File: config.mk
export PLATFORM = sky130hd
export DESIGN_NAME = mcf_decoder
export DESIGN_NICKNAME = d
export VERILOG_FILES = /design/src/hdl/mcf_pkg.sv /design/src/hdl/mcf_decoder.sv
export SDC_FILE = /design/constraint.sdc
export NUM_CORES = 1
export LEC_CHECK = 0
export ABC_AREA = 1
export BUFFER_PORTS_ARGS = -buffer_cell sky130_fd_sc_hd__buf_4
export CAP_MARGIN = 20
export CELL_PAD_IN_SITES_DETAIL_PLACEMENT = 0
export CELL_PAD_IN_SITES_GLOBAL_PLACEMENT = 1
export CORE_MARGIN = 2
export CORE_UTILIZATION = 37
export CTS_BUF_LIST = sky130_fd_sc_hd__clkbuf_2 sky130_fd_sc_hd__clkbuf_4 sky130_fd_sc_hd__clkbuf_8
export DETAILED_ROUTE_END_ITERATION = 16
export GPL_TIMING_DRIVEN = 0
export PLACE_DENSITY_LB_ADDON = 0.1
export SLEW_MARGIN = 20
export SYNTH_ARGS = -nofsm -noshare
export SYNTH_HDL_FRONTEND = slang
export SYNTH_SLANG_ARGS = --single-unit
File: constraint.sdc
create_clock -name clk_i -period 2.6 [get_ports clk_i]
set_input_delay 0.13 -clock clk_i [delete_from_list [all_inputs] [get_ports clk_i]]
set_output_delay 0.13 -clock clk_i [all_outputs]
set_load 0.005 [all_outputs]
File: src/hdl/mcf_pkg.sv
// Shared constants and types for the main-control I/O, flag and search decoder
package mcf_pkg;
   localparam int ADDR_W = 18;
   localparam int WORD_W = 24;
   localparam int BYTE_W = 12;
   localparam int CHAR_W = 6;
   localparam int NUM_CH = 8;
   localparam int STATE_W = 3;
   // Fetch distance reported with each completed instruction
   localparam logic [1:0] OFS_NEXT = 2'h1;
   localparam logic [1:0] OFS_BUSY = 2'h2;
   localparam logic [1:0] OFS_DONE = 2'h3;
   // Condition flag bit positions
   localparam int CF_BJ = 0;
   localparam int CF_DL = 1;
   localparam int CF_RELOC = 2;
   localparam logic [2:0] COND_RST = 3'h0;
   localparam logic [WORD_W-1:0] DL_FILL = 24'hffffff;
   localparam logic [WORD_W-1:0] WORD_RST = 24'h000000;
   // Channel mode field, instruction bits 18..20
   localparam logic [2:0] ASM_BWD_IN = 3'h2;
   localparam logic [2:0] DIS_BWD_OUT = 3'h0;
   localparam int RF_STATE_LSB = WORD_W - STATE_W;

   typedef enum logic [3:0] {
      OP_NOP, OP_IN_WORD, OP_OUT_CHAR, OP_OUT_WORD, OP_RELOC_IS, OP_RELOC_OS,
      OP_SET_BJ, OP_SET_DL, OP_IRQ_OTHER, OP_JUMP, OP_RET_JUMP, OP_ACC_LOAD,
      OP_COND_ACCESS, OP_SRCH_EQ, OP_SRCH_NE
   } mcf_op_t;

   typedef struct packed {
      mcf_op_t op;
      logic [2:0] chan;
      logic int_req;
      logic [2:0] mode;
      logic [CHAR_W-1:0] scan;
      logic [ADDR_W-1:0] first;
      logic [ADDR_W-1:0] limit;
   } mcf_cmd_t;

   typedef struct packed {
      logic req;
      logic [2:0] sel;
      logic write;
      logic wide;
      logic assemble;
      logic backward;
      logic [WORD_W-1:0] data;
   } mcf_chan_t;
endpackage

File: src/hdl/mcf_decoder.sv
// Main-control execution of accumulator I/O, condition flags and character search
// Functional notes
// [RQ1] Word input loads 12-bit byte on narrow channel, full 24-bit word on wide.
// [RQ2] Accumulator cleared before input; narrow input leaves upper 12 bits zero.
// [RQ3] Accumulator I/O finishes with fetch three on; busy channel skips, fetch two on.
// [RQ4] Three-bit channel select picks one of eight; interrupt bit requests completion interrupt.
// [RQ5] Mode bits zero valid narrow; bit18 set, bit20 clear is plain transfer.
// [RQ6] Wide input assembly: mode 0 forward, mode 2 backward.
// [RQ7] Wide output disassembly: mode 2 forward, mode 0 backward.
// [RQ8] Character output sends accumulator low 6 bits, accumulator unchanged.
// [RQ9] Word output sends low 12 bits narrow or whole word wide; accumulator unchanged.
// [RQ10] Relocate-instruction-state clears flag 02; instruction state prefixes program references.
// [RQ11] Master clear leaves flag 02 cleared, same as relocate-instruction-state.
// [RQ12] Relocate-operand-state sets flag 02; operand state prefixes executive operand references.
// [RQ13] Set-boundary-jump sets flag 00.
// [RQ14] Next jump clears flag 00, enters program state, prefixes fetch; return jump store too.
// [RQ15] Condition-register access clears the boundary-jump flag.
// [RQ16] Interrupt to other processor held until that processor acknowledges it.
// [RQ17] Set-destructive-load sets flag 01.
// [RQ18] With flag 01, next load writes all ones back to memory and clears flag.
// [RQ19] Search starts when unit idle, fetch three on; busy unit, fetch two on.
// [RQ20] Search increments address comparing scan character; stops on match or limit.
// [RQ21] Current address kept in entry 20, limit in entry 30; entry 20 shows stop.
// [RQ22] Executive mode copies accumulator low three bits into entry 20 upper bits.
`timescale 1ns/100ps
module mcf_decoder
   import mcf_pkg::*;
(
   input wire logic clk_i,
   input wire logic rst_n_i,
   input wire logic cmd_valid_i,
   input wire mcf_cmd_t cmd_i,
   output logic cmd_ready_o,
   input wire logic exec_mode_i,
   input wire logic [STATE_W-1:0] isr_i,
   input wire logic [WORD_W-1:0] mem_data_i,
   output logic done_o,
   output logic [1:0] next_ofs_o,
   output logic [WORD_W-1:0] acc_o,
   input wire logic [NUM_CH-1:0] ch_busy_i,
   input wire logic [NUM_CH-1:0] ch_wide_i,
   input wire logic ch_ack_i,
   input wire logic [WORD_W-1:0] ch_data_i,
   output mcf_chan_t ch_o,
   output logic io_irq_o,
   output logic [2:0] cond_o,
   output logic enter_prog_o,
   output logic [STATE_W-1:0] jump_prefix_o,
   output logic prefix_store_o,
   output logic mem_wr_o,
   output logic [WORD_W-1:0] mem_wdata_o,
   output logic other_irq_o,
   input wire logic other_ack_i,
   output logic srch_rd_o,
   output logic [ADDR_W-1:0] srch_addr_o,
   input wire logic srch_ack_i,
   input wire logic [CHAR_W-1:0] srch_char_i,
   output logic srch_busy_o,
   output logic srch_done_o,
   output logic srch_irq_o,
   output logic [WORD_W-1:0] rf20_o,
   output logic [WORD_W-1:0] rf30_o
);
   typedef enum logic {ST_IDLE, ST_IO} mcf_st_t;
   typedef enum logic {SR_IDLE, SR_RUN} mcf_sr_t;

   mcf_st_t st_q, st_d;
   mcf_sr_t sr_q, sr_d;
   logic [WORD_W-1:0] acc_q, acc_d;
   logic [2:0] cond_q, cond_d;
   logic done_q, done_d;
   logic [1:0] ofs_q, ofs_d;
   mcf_chan_t ch_q, ch_d;
   logic int_q, int_d;
   logic irq_q, irq_d;
   logic enter_q, enter_d;
   logic [STATE_W-1:0] pfx_q, pfx_d;
   logic store_q, store_d;
   logic wr_q, wr_d;
   logic other_q, other_d;
   logic [WORD_W-1:0] rf20_q, rf20_d, rf30_q, rf30_d;
   logic [CHAR_W-1:0] scan_q, scan_d;
   logic neq_q, neq_d, sint_q, sint_d, sdone_q, sdone_d, sirq_q, sirq_d;
   logic take, is_io, plain, srch_start, at_limit, hit;
   assign take = cmd_valid_i && (st_q == ST_IDLE);
   assign is_io = cmd_i.op inside {OP_IN_WORD, OP_OUT_CHAR, OP_OUT_WORD};
   // Mode bit 18 set with bit 20 clear runs without assembly on either width
   assign plain = cmd_i.mode[0] && !cmd_i.mode[2]; // RQ5
   assign at_limit = rf20_q[ADDR_W-1:0] == rf30_q[ADDR_W-1:0];

   always_comb begin
      st_d = st_q;
      acc_d = acc_q;
      cond_d = cond_q;
      done_d = 1'b0;
      ofs_d = ofs_q;
      ch_d = ch_q;
      int_d = int_q;
      irq_d = 1'b0;
      enter_d = 1'b0;
      pfx_d = pfx_q;
      store_d = 1'b0;
      wr_d = 1'b0;
      // Acknowledge clears, a new request in the same cycle wins
      other_d = other_q && !other_ack_i; // RQ16
      srch_start = 1'b0;
      case (st_q)
         ST_IDLE: begin
            if (cmd_valid_i) begin
               done_d = 1'b1;
               ofs_d = OFS_NEXT;
               if (is_io) begin
                  if (ch_busy_i[cmd_i.chan]) begin // RQ4
                     ofs_d = OFS_BUSY; // RQ3
                  end else begin
                     done_d = 1'b0;
                     st_d = ST_IO;
                     int_d = cmd_i.int_req; // RQ4
                     ch_d.req = 1'b1;
                     ch_d.sel = cmd_i.chan; // RQ4
                     ch_d.write = cmd_i.op != OP_IN_WORD;
                     ch_d.wide = ch_wide_i[cmd_i.chan];
                     ch_d.assemble = ch_wide_i[cmd_i.chan] && !plain; // RQ5
                     ch_d.backward = ch_wide_i[cmd_i.chan] && !plain &&
                        ((cmd_i.op == OP_IN_WORD) ? (cmd_i.mode == ASM_BWD_IN) // RQ6
                                                  : (cmd_i.mode == DIS_BWD_OUT)); // RQ7
                     case (cmd_i.op)
                        OP_OUT_CHAR: ch_d.data = {18'h00000, acc_q[CHAR_W-1:0]}; // RQ8
                        OP_OUT_WORD: ch_d.data = ch_wide_i[cmd_i.chan] ? acc_q :
                           {12'h000, acc_q[BYTE_W-1:0]}; // RQ9
                        default: begin
                           ch_d.data = WORD_RST;
                           acc_d = WORD_RST; // RQ2
                        end
                     endcase
                  end
               end else begin
                  case (cmd_i.op)
                     OP_RELOC_IS: cond_d[CF_RELOC] = 1'b0; // RQ10
                     OP_RELOC_OS: cond_d[CF_RELOC] = 1'b1; // RQ12
                     OP_SET_BJ: cond_d[CF_BJ] = 1'b1; // RQ13
                     OP_SET_DL: cond_d[CF_DL] = 1'b1; // RQ17
                     OP_IRQ_OTHER: other_d = 1'b1; // RQ16
                     OP_COND_ACCESS: cond_d[CF_BJ] = 1'b0; // RQ15
                     OP_JUMP, OP_RET_JUMP: begin
                        if (cond_q[CF_BJ]) begin
                           cond_d[CF_BJ] = 1'b0; // RQ14
                           enter_d = 1'b1; // RQ14
                           pfx_d = isr_i; // RQ14
                           store_d = cmd_i.op == OP_RET_JUMP; // RQ14
                        end
                     end
                     OP_ACC_LOAD: begin
                        acc_d = mem_data_i;
                        if (cond_q[CF_DL]) begin
                           wr_d = 1'b1; // RQ18
                           cond_d[CF_DL] = 1'b0; // RQ18
                        end
                     end
                     OP_SRCH_EQ, OP_SRCH_NE: begin
                        if (sr_q != SR_IDLE) begin
                           ofs_d = OFS_BUSY; // RQ19
                        end else begin
                           srch_start = 1'b1; // RQ19
                           ofs_d = OFS_DONE; // RQ19
                        end
                     end
                     default: ;
                  endcase
               end
            end
         end
         ST_IO: begin
            if (ch_ack_i) begin
               st_d = ST_IDLE;
               ch_d.req = 1'b0;
               done_d = 1'b1;
               ofs_d = OFS_DONE; // RQ3
               irq_d = int_q; // RQ4
               if (!ch_q.write) begin
                  acc_d = ch_q.wide ? ch_data_i : {12'h000, ch_data_i[BYTE_W-1:0]}; // RQ1
               end
            end
         end
         default: st_d = ST_IDLE;
      endcase
   end

   always_ff @(posedge clk_i or negedge rst_n_i) begin
      if (!rst_n_i) begin
         st_q <= ST_IDLE;
         acc_q <= WORD_RST;
         cond_q <= COND_RST; // RQ11
         done_q <= 1'b0;
         ofs_q <= OFS_NEXT;
         ch_q <= '0;
         int_q <= 1'b0;
         irq_q <= 1'b0;
         enter_q <= 1'b0;
         pfx_q <= 3'h0;
         store_q <= 1'b0;
         wr_q <= 1'b0;
         other_q <= 1'b0;
      end else begin
         st_q <= st_d;
         acc_q <= acc_d;
         cond_q <= cond_d;
         done_q <= done_d;
         ofs_q <= ofs_d;
         ch_q <= ch_d;
         int_q <= int_d;
         irq_q <= irq_d;
         enter_q <= enter_d;
         pfx_q <= pfx_d;
         store_q <= store_d;
         wr_q <= wr_d;
         other_q <= other_d;
      end
   end

   // Character compare; inequality search inverts the sense
   assign hit = (srch_char_i == scan_q) ^ neq_q; // RQ20
   always_comb begin
      sr_d = sr_q;
      rf20_d = rf20_q;
      rf30_d = rf30_q;
      scan_d = scan_q;
      neq_d = neq_q;
      sint_d = sint_q;
      sdone_d = 1'b0;
      sirq_d = 1'b0;
      case (sr_q)
         SR_IDLE: begin
            if (srch_start) begin
               sr_d = SR_RUN;
               rf20_d = WORD_RST;
               rf20_d[ADDR_W-1:0] = cmd_i.first; // RQ21
               // Program state number travels with the address, not via operand state
               if (exec_mode_i) begin
                  rf20_d[WORD_W-1:RF_STATE_LSB] = acc_q[STATE_W-1:0]; // RQ22
               end
               rf30_d = WORD_RST;
               rf30_d[ADDR_W-1:0] = cmd_i.limit; // RQ21
               scan_d = cmd_i.scan;
               neq_d = cmd_i.op == OP_SRCH_NE;
               sint_d = cmd_i.int_req;
            end
         end
         SR_RUN: begin
            if (at_limit) begin
               sr_d = SR_IDLE; // RQ20
               sdone_d = 1'b1;
               sirq_d = sint_q;
            end else if (srch_ack_i) begin
               if (hit) begin
                  sr_d = SR_IDLE; // RQ20
                  sdone_d = 1'b1;
                  sirq_d = sint_q;
               end else begin
                  rf20_d[ADDR_W-1:0] = rf20_q[ADDR_W-1:0] + 18'h00001; // RQ20
               end
            end
         end
         default: sr_d = SR_IDLE;
      endcase
   end
   always_ff @(posedge clk_i or negedge rst_n_i) begin
      if (!rst_n_i) begin
         sr_q <= SR_IDLE;
         rf20_q <= WORD_RST;
         rf30_q <= WORD_RST;
         scan_q <= 6'h00;
         neq_q <= 1'b0;
         sint_q <= 1'b0;
         sdone_q <= 1'b0;
         sirq_q <= 1'b0;
      end else begin
         sr_q <= sr_d;
         rf20_q <= rf20_d;
         rf30_q <= rf30_d;
         scan_q <= scan_d;
         neq_q <= neq_d;
         sint_q <= sint_d;
         sdone_q <= sdone_d;
         sirq_q <= sirq_d;
      end
   end
   assign cmd_ready_o = st_q == ST_IDLE;
   assign done_o = done_q;
   assign next_ofs_o = ofs_q;
   assign acc_o = acc_q;
   assign ch_o = ch_q;
   assign io_irq_o = irq_q;
   assign cond_o = cond_q; // RQ10
   assign enter_prog_o = enter_q;
   assign jump_prefix_o = pfx_q;
   assign prefix_store_o = store_q;
   assign mem_wr_o = wr_q;
   assign mem_wdata_o = DL_FILL; // RQ18
   assign other_irq_o = other_q;
   assign srch_rd_o = (sr_q == SR_RUN) && !at_limit;
   assign srch_addr_o = rf20_q[ADDR_W-1:0];
   assign srch_busy_o = sr_q != SR_IDLE;
   assign srch_done_o = sdone_q;
   assign srch_irq_o = sirq_q;
   assign rf20_o = rf20_q;
   assign rf30_o = rf30_q;
endmodule

==> impl_metrics.ini, run 1 <==
[global_routing]
grt_use_total_pct = 22.4
antenna_found_initial = 0
first_global_vias = 6589
grt_overflow = 0
grt_max_degree = 94
grt_pass1_wl_microns = 34700

[synthesis]
netlist_instances = 944
synth-edff-count = 0
ys.warnings.count = 0
synth_async_sr_flop_share_pct = 100
ys_seq_area_share_pct = 44.4
synth_seq_cells = 122
synth_top_area_share_pct = 44.0
syn_area_sq_um = 6870
yosys-top-cells-area = dfrtp_1 (44%), nand2_1 (18%), nand3_1 (6.8%)
synthDistinctLibCells = 43
ys.flop_type = dfrtp_1
synth.largest_area_cell = dfrtp_1
syn_avg_cell_area_sq_um = 7.28

[status]
status = completed

[layout]
regArea_sq_um = 3050
multi_input_area_sq_um = 2980
layout_common_cells = nand2_1 (332), buf_4 (316), dfrtp_1 (121)
nFillCells = 1826
fin_nets = 1436
area_growth_pct = 48.4
diodes = 0
final_common_cell = nand2_1
fin_util_pct = 56.4
drive_above_1_share_pct = 30.3

[timing]
hold_violations = 0
drv_slew = 0
setup_viol = 0
setup_tns_ns = 0
worst_pin_slew_ns = 0.623
max_slew_margin_pct = 58.3
finalClockSkew_ns = 0.00754
rsz0062_at_grt = no
min_period_ns = 2.09
fmax_mhz = 478
min_period_over_period_pct = 80.4

[power_and_ir_drop]
powerDensity_nw_per_um2 = 810
power_frac_seq_pct = 36.4
p_int_mw = 5.25
p_leak_nw = 5.49
switching_share_pct = 36.4
combPwrFrac_pct = 39.3
p_clk_share_pct = 24.3
vdd.ir_drop.worst_mv = 0.320
power.switching_mw = 3.01

[cts]
clk_pin_slew_worst_paths_ns = 0.08
clk_latency_ns = 0.45
cts_num_sinks = 122
post_cts_buffers = 0
cts_tree = done
clockBufferDepth = 2
cts_buffers = 17
h-tree-depth = 4
cts_root_buffer = clkbuf_8

[critical_path]
cp_data_arrival_time_ns = 1.96
worstSetupPathType = register to primary output
path_max_fanout = 9
worst_ep_required_time_ns = 2.47
worst_setup_path_end_kind = primary output
start_kind = register

[job]
maxCapViolations = 0

[route]
routedWlPerCell_microns = 14.3
drt_iter0_markers = 356
vias = 7014
drtAntennaViolNets = 0
first_pass_iters = 5
routed_via_density = 4.54
drc_errors = 0
drt_wl_total_microns = 22100

[floorplan]
core_area_sq_um = 18100
io_pins = 298
die_h_microns = 140
die_area_sq_um = 19700
core.rowCount = 49
die_width_microns = 140
initial_core_util_pct = 38.0

[placed_design]
dp_hpwl_microns = 16800
io_buffers = 262
gp_congestion = 0.852

[worst_hold_path]
min_path_type = primary input to register
-- routing by layer --
metal / global-route usage, % / vias up / part of all wire [%]
met5: 0 / - / 0
met1: 27.3 / 3129 / 41
met2: 38.8 / 227 / 49
met4: 6.17 / 0 / 1.5
met3: 6.56 / 21 / 8.3
li1: - / 3637 / -
-- state kept, by name, summed over array words and instances, names as in the netlist, 2 cells and up --
name           count
acc_o             24
jump_prefix_o      3
rf20_o            21
cond_o             3
next_ofs_o         2
ch_o              32
rf30_o            18
scan_q             6
-- cell usage after synthesis (3+ instances only) --
| library cell | n |
|---|---|
| a21oi_1 | 7 |
| a31oi_1 | 3 |
| buf_2 | 17 |
| buf_4 | 55 |
| buf_6 | 3 |
| clkbuf_1 | 12 |
| dfrtp_1 | 121 |
| inv_1 | 86 |
| inv_2 | 7 |
| nand2_1 | 332 |
| nand2_2 | 3 |
| nand3_1 | 93 |
| nand3_2 | 3 |
| nand4_1 | 7 |
| nor2_1 | 47 |
| nor2_2 | 5 |
| nor3_1 | 10 |
| o21ai_0 | 66 |
| o21ai_1 | 34 |
| xnor2_1 | 5 |
-- per-stage QoR --
step	instance area [sq um]	power, mW	worst slack, ns	hold slack [ns]	cells
6_report	10200	8.26	0.508	0.0122	1544
5_1_grt	10200	8.86	0.293	0.0144	1544
4_1_cts	10200	8.33	0.435	0.000978	1544
3_5_place_dp	9280	6.25	0.502	0.00879	1467
3_3_place_gp	9240	6.21	0.551	0.311	1466
2_1_floorplan	6990	4.58	1.04	-0.166	975
-- worst max-delay path: stages, from the launching register on --
cell and delay [ns]:
dfrtp_1 0.62, xnor2_1 0.17, nand2_1 0.07, nor2_1 0.23
nand3_2 0.15, nand2_1 0.10, inv_1 0.05, buf_4 0.13
-- path summary, 6_finish.rpt --
kind / start / end / slack (ns) / depth (start not counted)
setup reg to reg: st_q / scan_q[0] / 0.53 / 6
hold reg to reg: rf20_o[23] / rf20_o[23] / 0.48 / 2
min in group asynchronous: rst_n_i / scan_q[0] / 0.12 / 2
hold / removal: cmd_i[32] / rf20_o[14] / 0.01 / 5
setup / recovery: rf20_o[8] / srch_rd_o / 0.51 / 7
max in group asynchronous: rst_n_i / next_ofs_o[0] / 1.70 / 3
-- power by group through the flow --
stage | Clock (mW) | Combinational (mW) | Sequential (mW)
finish | 2.01 | 3.25 | 3.01
global route | 2.13 | 3.62 | 3.11
CTS | 2.05 | 3.28 | 3.01
detailed placement | 0 | 3.21 | 3.04
global placement | 0 | 3.18 | 3.03
floorplan | 0 | 1.66 | 2.92
-- layout make-up --
cell class | count | area share, %
multi-input cells | 669 | 29.2
well taps | 229 | 2.81
clock buffers | 18 | 2.43
inverters | 95 | 3.52
plain buffers | 89 | 5.89
flip-flops and latches | 122 | 29.9
repair buffers | 308 | 24.0
clock inverters | 14 | 2.17
-- logic make-up after synthesis --
logic type               count (synthesis)  synth area share [%]
AO/OA/AOI/OAI                          118                  8.97
buffers and inverters                  184                  14.0
XOR/XNOR                                 7                 0.892
adder cells (fa/ha/maj)                  1                 0.182
flip-flops                             122                  44.4
AND/OR/NAND/NOR                        510                  31.5
other                                    2                 0.109
-- what timing repair did --
| action | 4_1_cts | 5_1_grt |
|---|---|---|
| hold buffers | 45 | 0 |
| hold endpoints to repair | 167 | 0 |
| resized for setup | 0 | 0 |
(Power assumes the default switching activity.)
==> run 2: changes to the inputs <==
- CORE_UTILIZATION: 37 -> 31
- clock period: 2.6 -> 1.9 ns (I/O delays scaled with it)
==> run 2 against run 1 <==
First-iteration DRC count is 2.2% higher. Global-route usage is 2.4 points lower. Final cell count is 6.4% higher. Non-clock buffer count is 48 higher. Sequential power is 36% higher. Sequential cell count stayed put. Setup slack worse by 0.45 ns. Clock skew is 0.0083 ns higher. Sequential share of layout area is 1.5 points lower. Critical endpoint unchanged. Highest routed layer unchanged.
==> impl_metrics.ini, run 2 (synthesis gave the netlist of run 1 again) <==
[cts]
clk_latency_ns = 0.44
cts_tree = done
clockBufferDepth = 2
cts_num_sinks = 122
h-tree-depth = 4
cts_buffers = 17
clk_pin_slew_worst_paths_ns = 0.08
cts_root_buffer = clkbuf_8

[layout]
layout_common_cells = buf_4 (339), nand2_1 (328), dfrtp_1 (106)
fin_nets = 1484
postLayoutCellArea_sq_um = 10800
diodes = 0
drive_above_1_share_pct = 33.2
final_common_cell = buf_4
instances_no_fill = 1643
area_growth_pct = 57.2
largest_reg_flops = 32

[timing]
min_period_ns = 1.84
max_slew_margin_pct = 60.2
drv_slew = 0
setup_viol = 0
fmax_mhz = 544
worst_pin_slew_ns = 0.597
hold_violations = 0
setup_tns_ns = 0
min_period_over_period_pct = 96.8
finalClockSkew_ns = 0.0158
rsz0062_at_grt = yes

[job]
maxCapViolations = 0

[critical_path]
cp_slowest_cell = dfrtp_1
crit_family = simple AND/OR/NAND/NOR gates
path_max_fanout = 8
worst_setup_path_end_kind = primary output
cp_data_arrival_time_ns = 1.74
start_kind = register
path_cells = nand2_1, inv_1, nor2_1, nor2_1, nand2_1, nor2_2, nand3_2, nand2_2, inv_2, buf_6
worstSetupPathType = register to primary output
cp_num_buf_inv = 3
slowest_delay_ns = 0.48
worst_ep_required_time_ns = 1.80

[route]
drc_errors = 0
routedWlPerCell_microns = 14.1
vias = 7188
routed_via_density = 4.37
drt_iter0_markers = 364
drt_wl_total_microns = 23200
drtAntennaViolNets = 0
first_pass_iters = 4

[placed_design]
io_buffers = 262
placed_area_sq_um = 9340
dp_hpwl_microns = 17600
post-place-cells = 1518
gp_congestion = 0.819

[floorplan]
io_pins = 298
core.rowCount = 54
die_width_microns = 153
die_h_microns = 153
initial_core_util_pct = 31.5
core_area_sq_um = 21800
die_area_sq_um = 23400

[global_routing]
first_global_vias = 7243
grt_max_degree = 94
grt_overflow = 0
grt_pass1_wl_microns = 37400
grt_use_total_pct = 20.0
antenna_found_initial = 0

[power_and_ir_drop]
vdd.ir_drop.worst_mv = 0.413
powerDensity_nw_per_um2 = 1090
p_leak_nw = 5.72
p_total_mw = 11.8

[worst_hold_path]
min_path_type = primary input to register

[status]
status = completed
==> run 2: cell count changes in the layout (fill, tap and decap cells not counted), sizes merged <==
cell / previous run / this run
clkbuf: 30 / 35
dlygate4sd3: 45 / 71
clkinvlp: 3 / 1
inv: 94 / 95
buf: 340 / 358
==> run 2: layout make-up <==
class                   instances  area, sq um
plain buffers                  88          614
clock buffers                  19          262
clock inverters                13          215
fillers                      2245        11000
inverters                      95          359
multi-input cells             669         3050
flip-flops and latches        122         3070
well taps                     280          350
repair buffers                357         2890
==> run 2: timing repair <==
item / in CTS / in global routing
resized for setup: 18 / 30
cloned: 0 / 0
hold buffers: 71 / 0
buffers inserted: 12 / 11
setup endpoints to repair: 21 / 61
pin swaps: 1 / 9
endpoints found under the hold margin: 187 / 0
==> run 2: path summary, 6_finish.rpt <==
kind,start,to,slack (ns),cells past startpoint
worst max register to register,rf20_o[7],rf20_o[9],0.12,12
worst min register to register,rf20_o[21],rf20_o[21],0.48,2
worst max-delay path,rf20_o[7],srch_rd_o,0.06,10
max in group asynchronous,rst_n_i,rf20_o[8],1.03,3
worst min-delay path,cmd_i[52],prefix_store_o,0.03,3
min in group asynchronous,rst_n_i,scan_q[4],0.10,2
==> run 2: worst register-to-register path: cells and delay by family, from the launching register on <==
kind | cells | cell delay [ns]
and+or+nand+nor | 10 | 0.94
buffers and inverters | 2 | 0.26
DFF | 1 | 0.48
==> run 2: where the power goes <==
| group | switching (mW) | total (mW) | internal, mW |
|---|---|---|---|
| Clock | 1.14 | 2.78 | 1.64 |
| Sequential | 0.765 | 4.08 | 3.32 |
| Combinational | 2.34 | 4.93 | 2.59 |
==> run 2: stage by stage <==
step | setup slack [ns] | utilization (%) | hold WS (ns)
final | 0.0607 | 49.5 | 0.0256
after global routing | -0.103 | 49.5 | 0.0119
after CTS | 0.00462 | 48.8 | 0.000620
after detailed placement | -0.209 | 42.8 | -0.0262
after global placement | -0.186 | 42.6 | 0.278
after floorplan | 0.336 | - | -0.201
==> run 2: routing by layer <==
metal | vias up | wire [microns] | track usage (%)
met4 | 0 | 448 | 6.17
li1 | 3725 | - | -
met2 | 222 | 11300 | 34.1
met5 | - | 0 | 0
met3 | 29 | 1630 | 5.67
met1 | 3212 | 9860 | 24.6
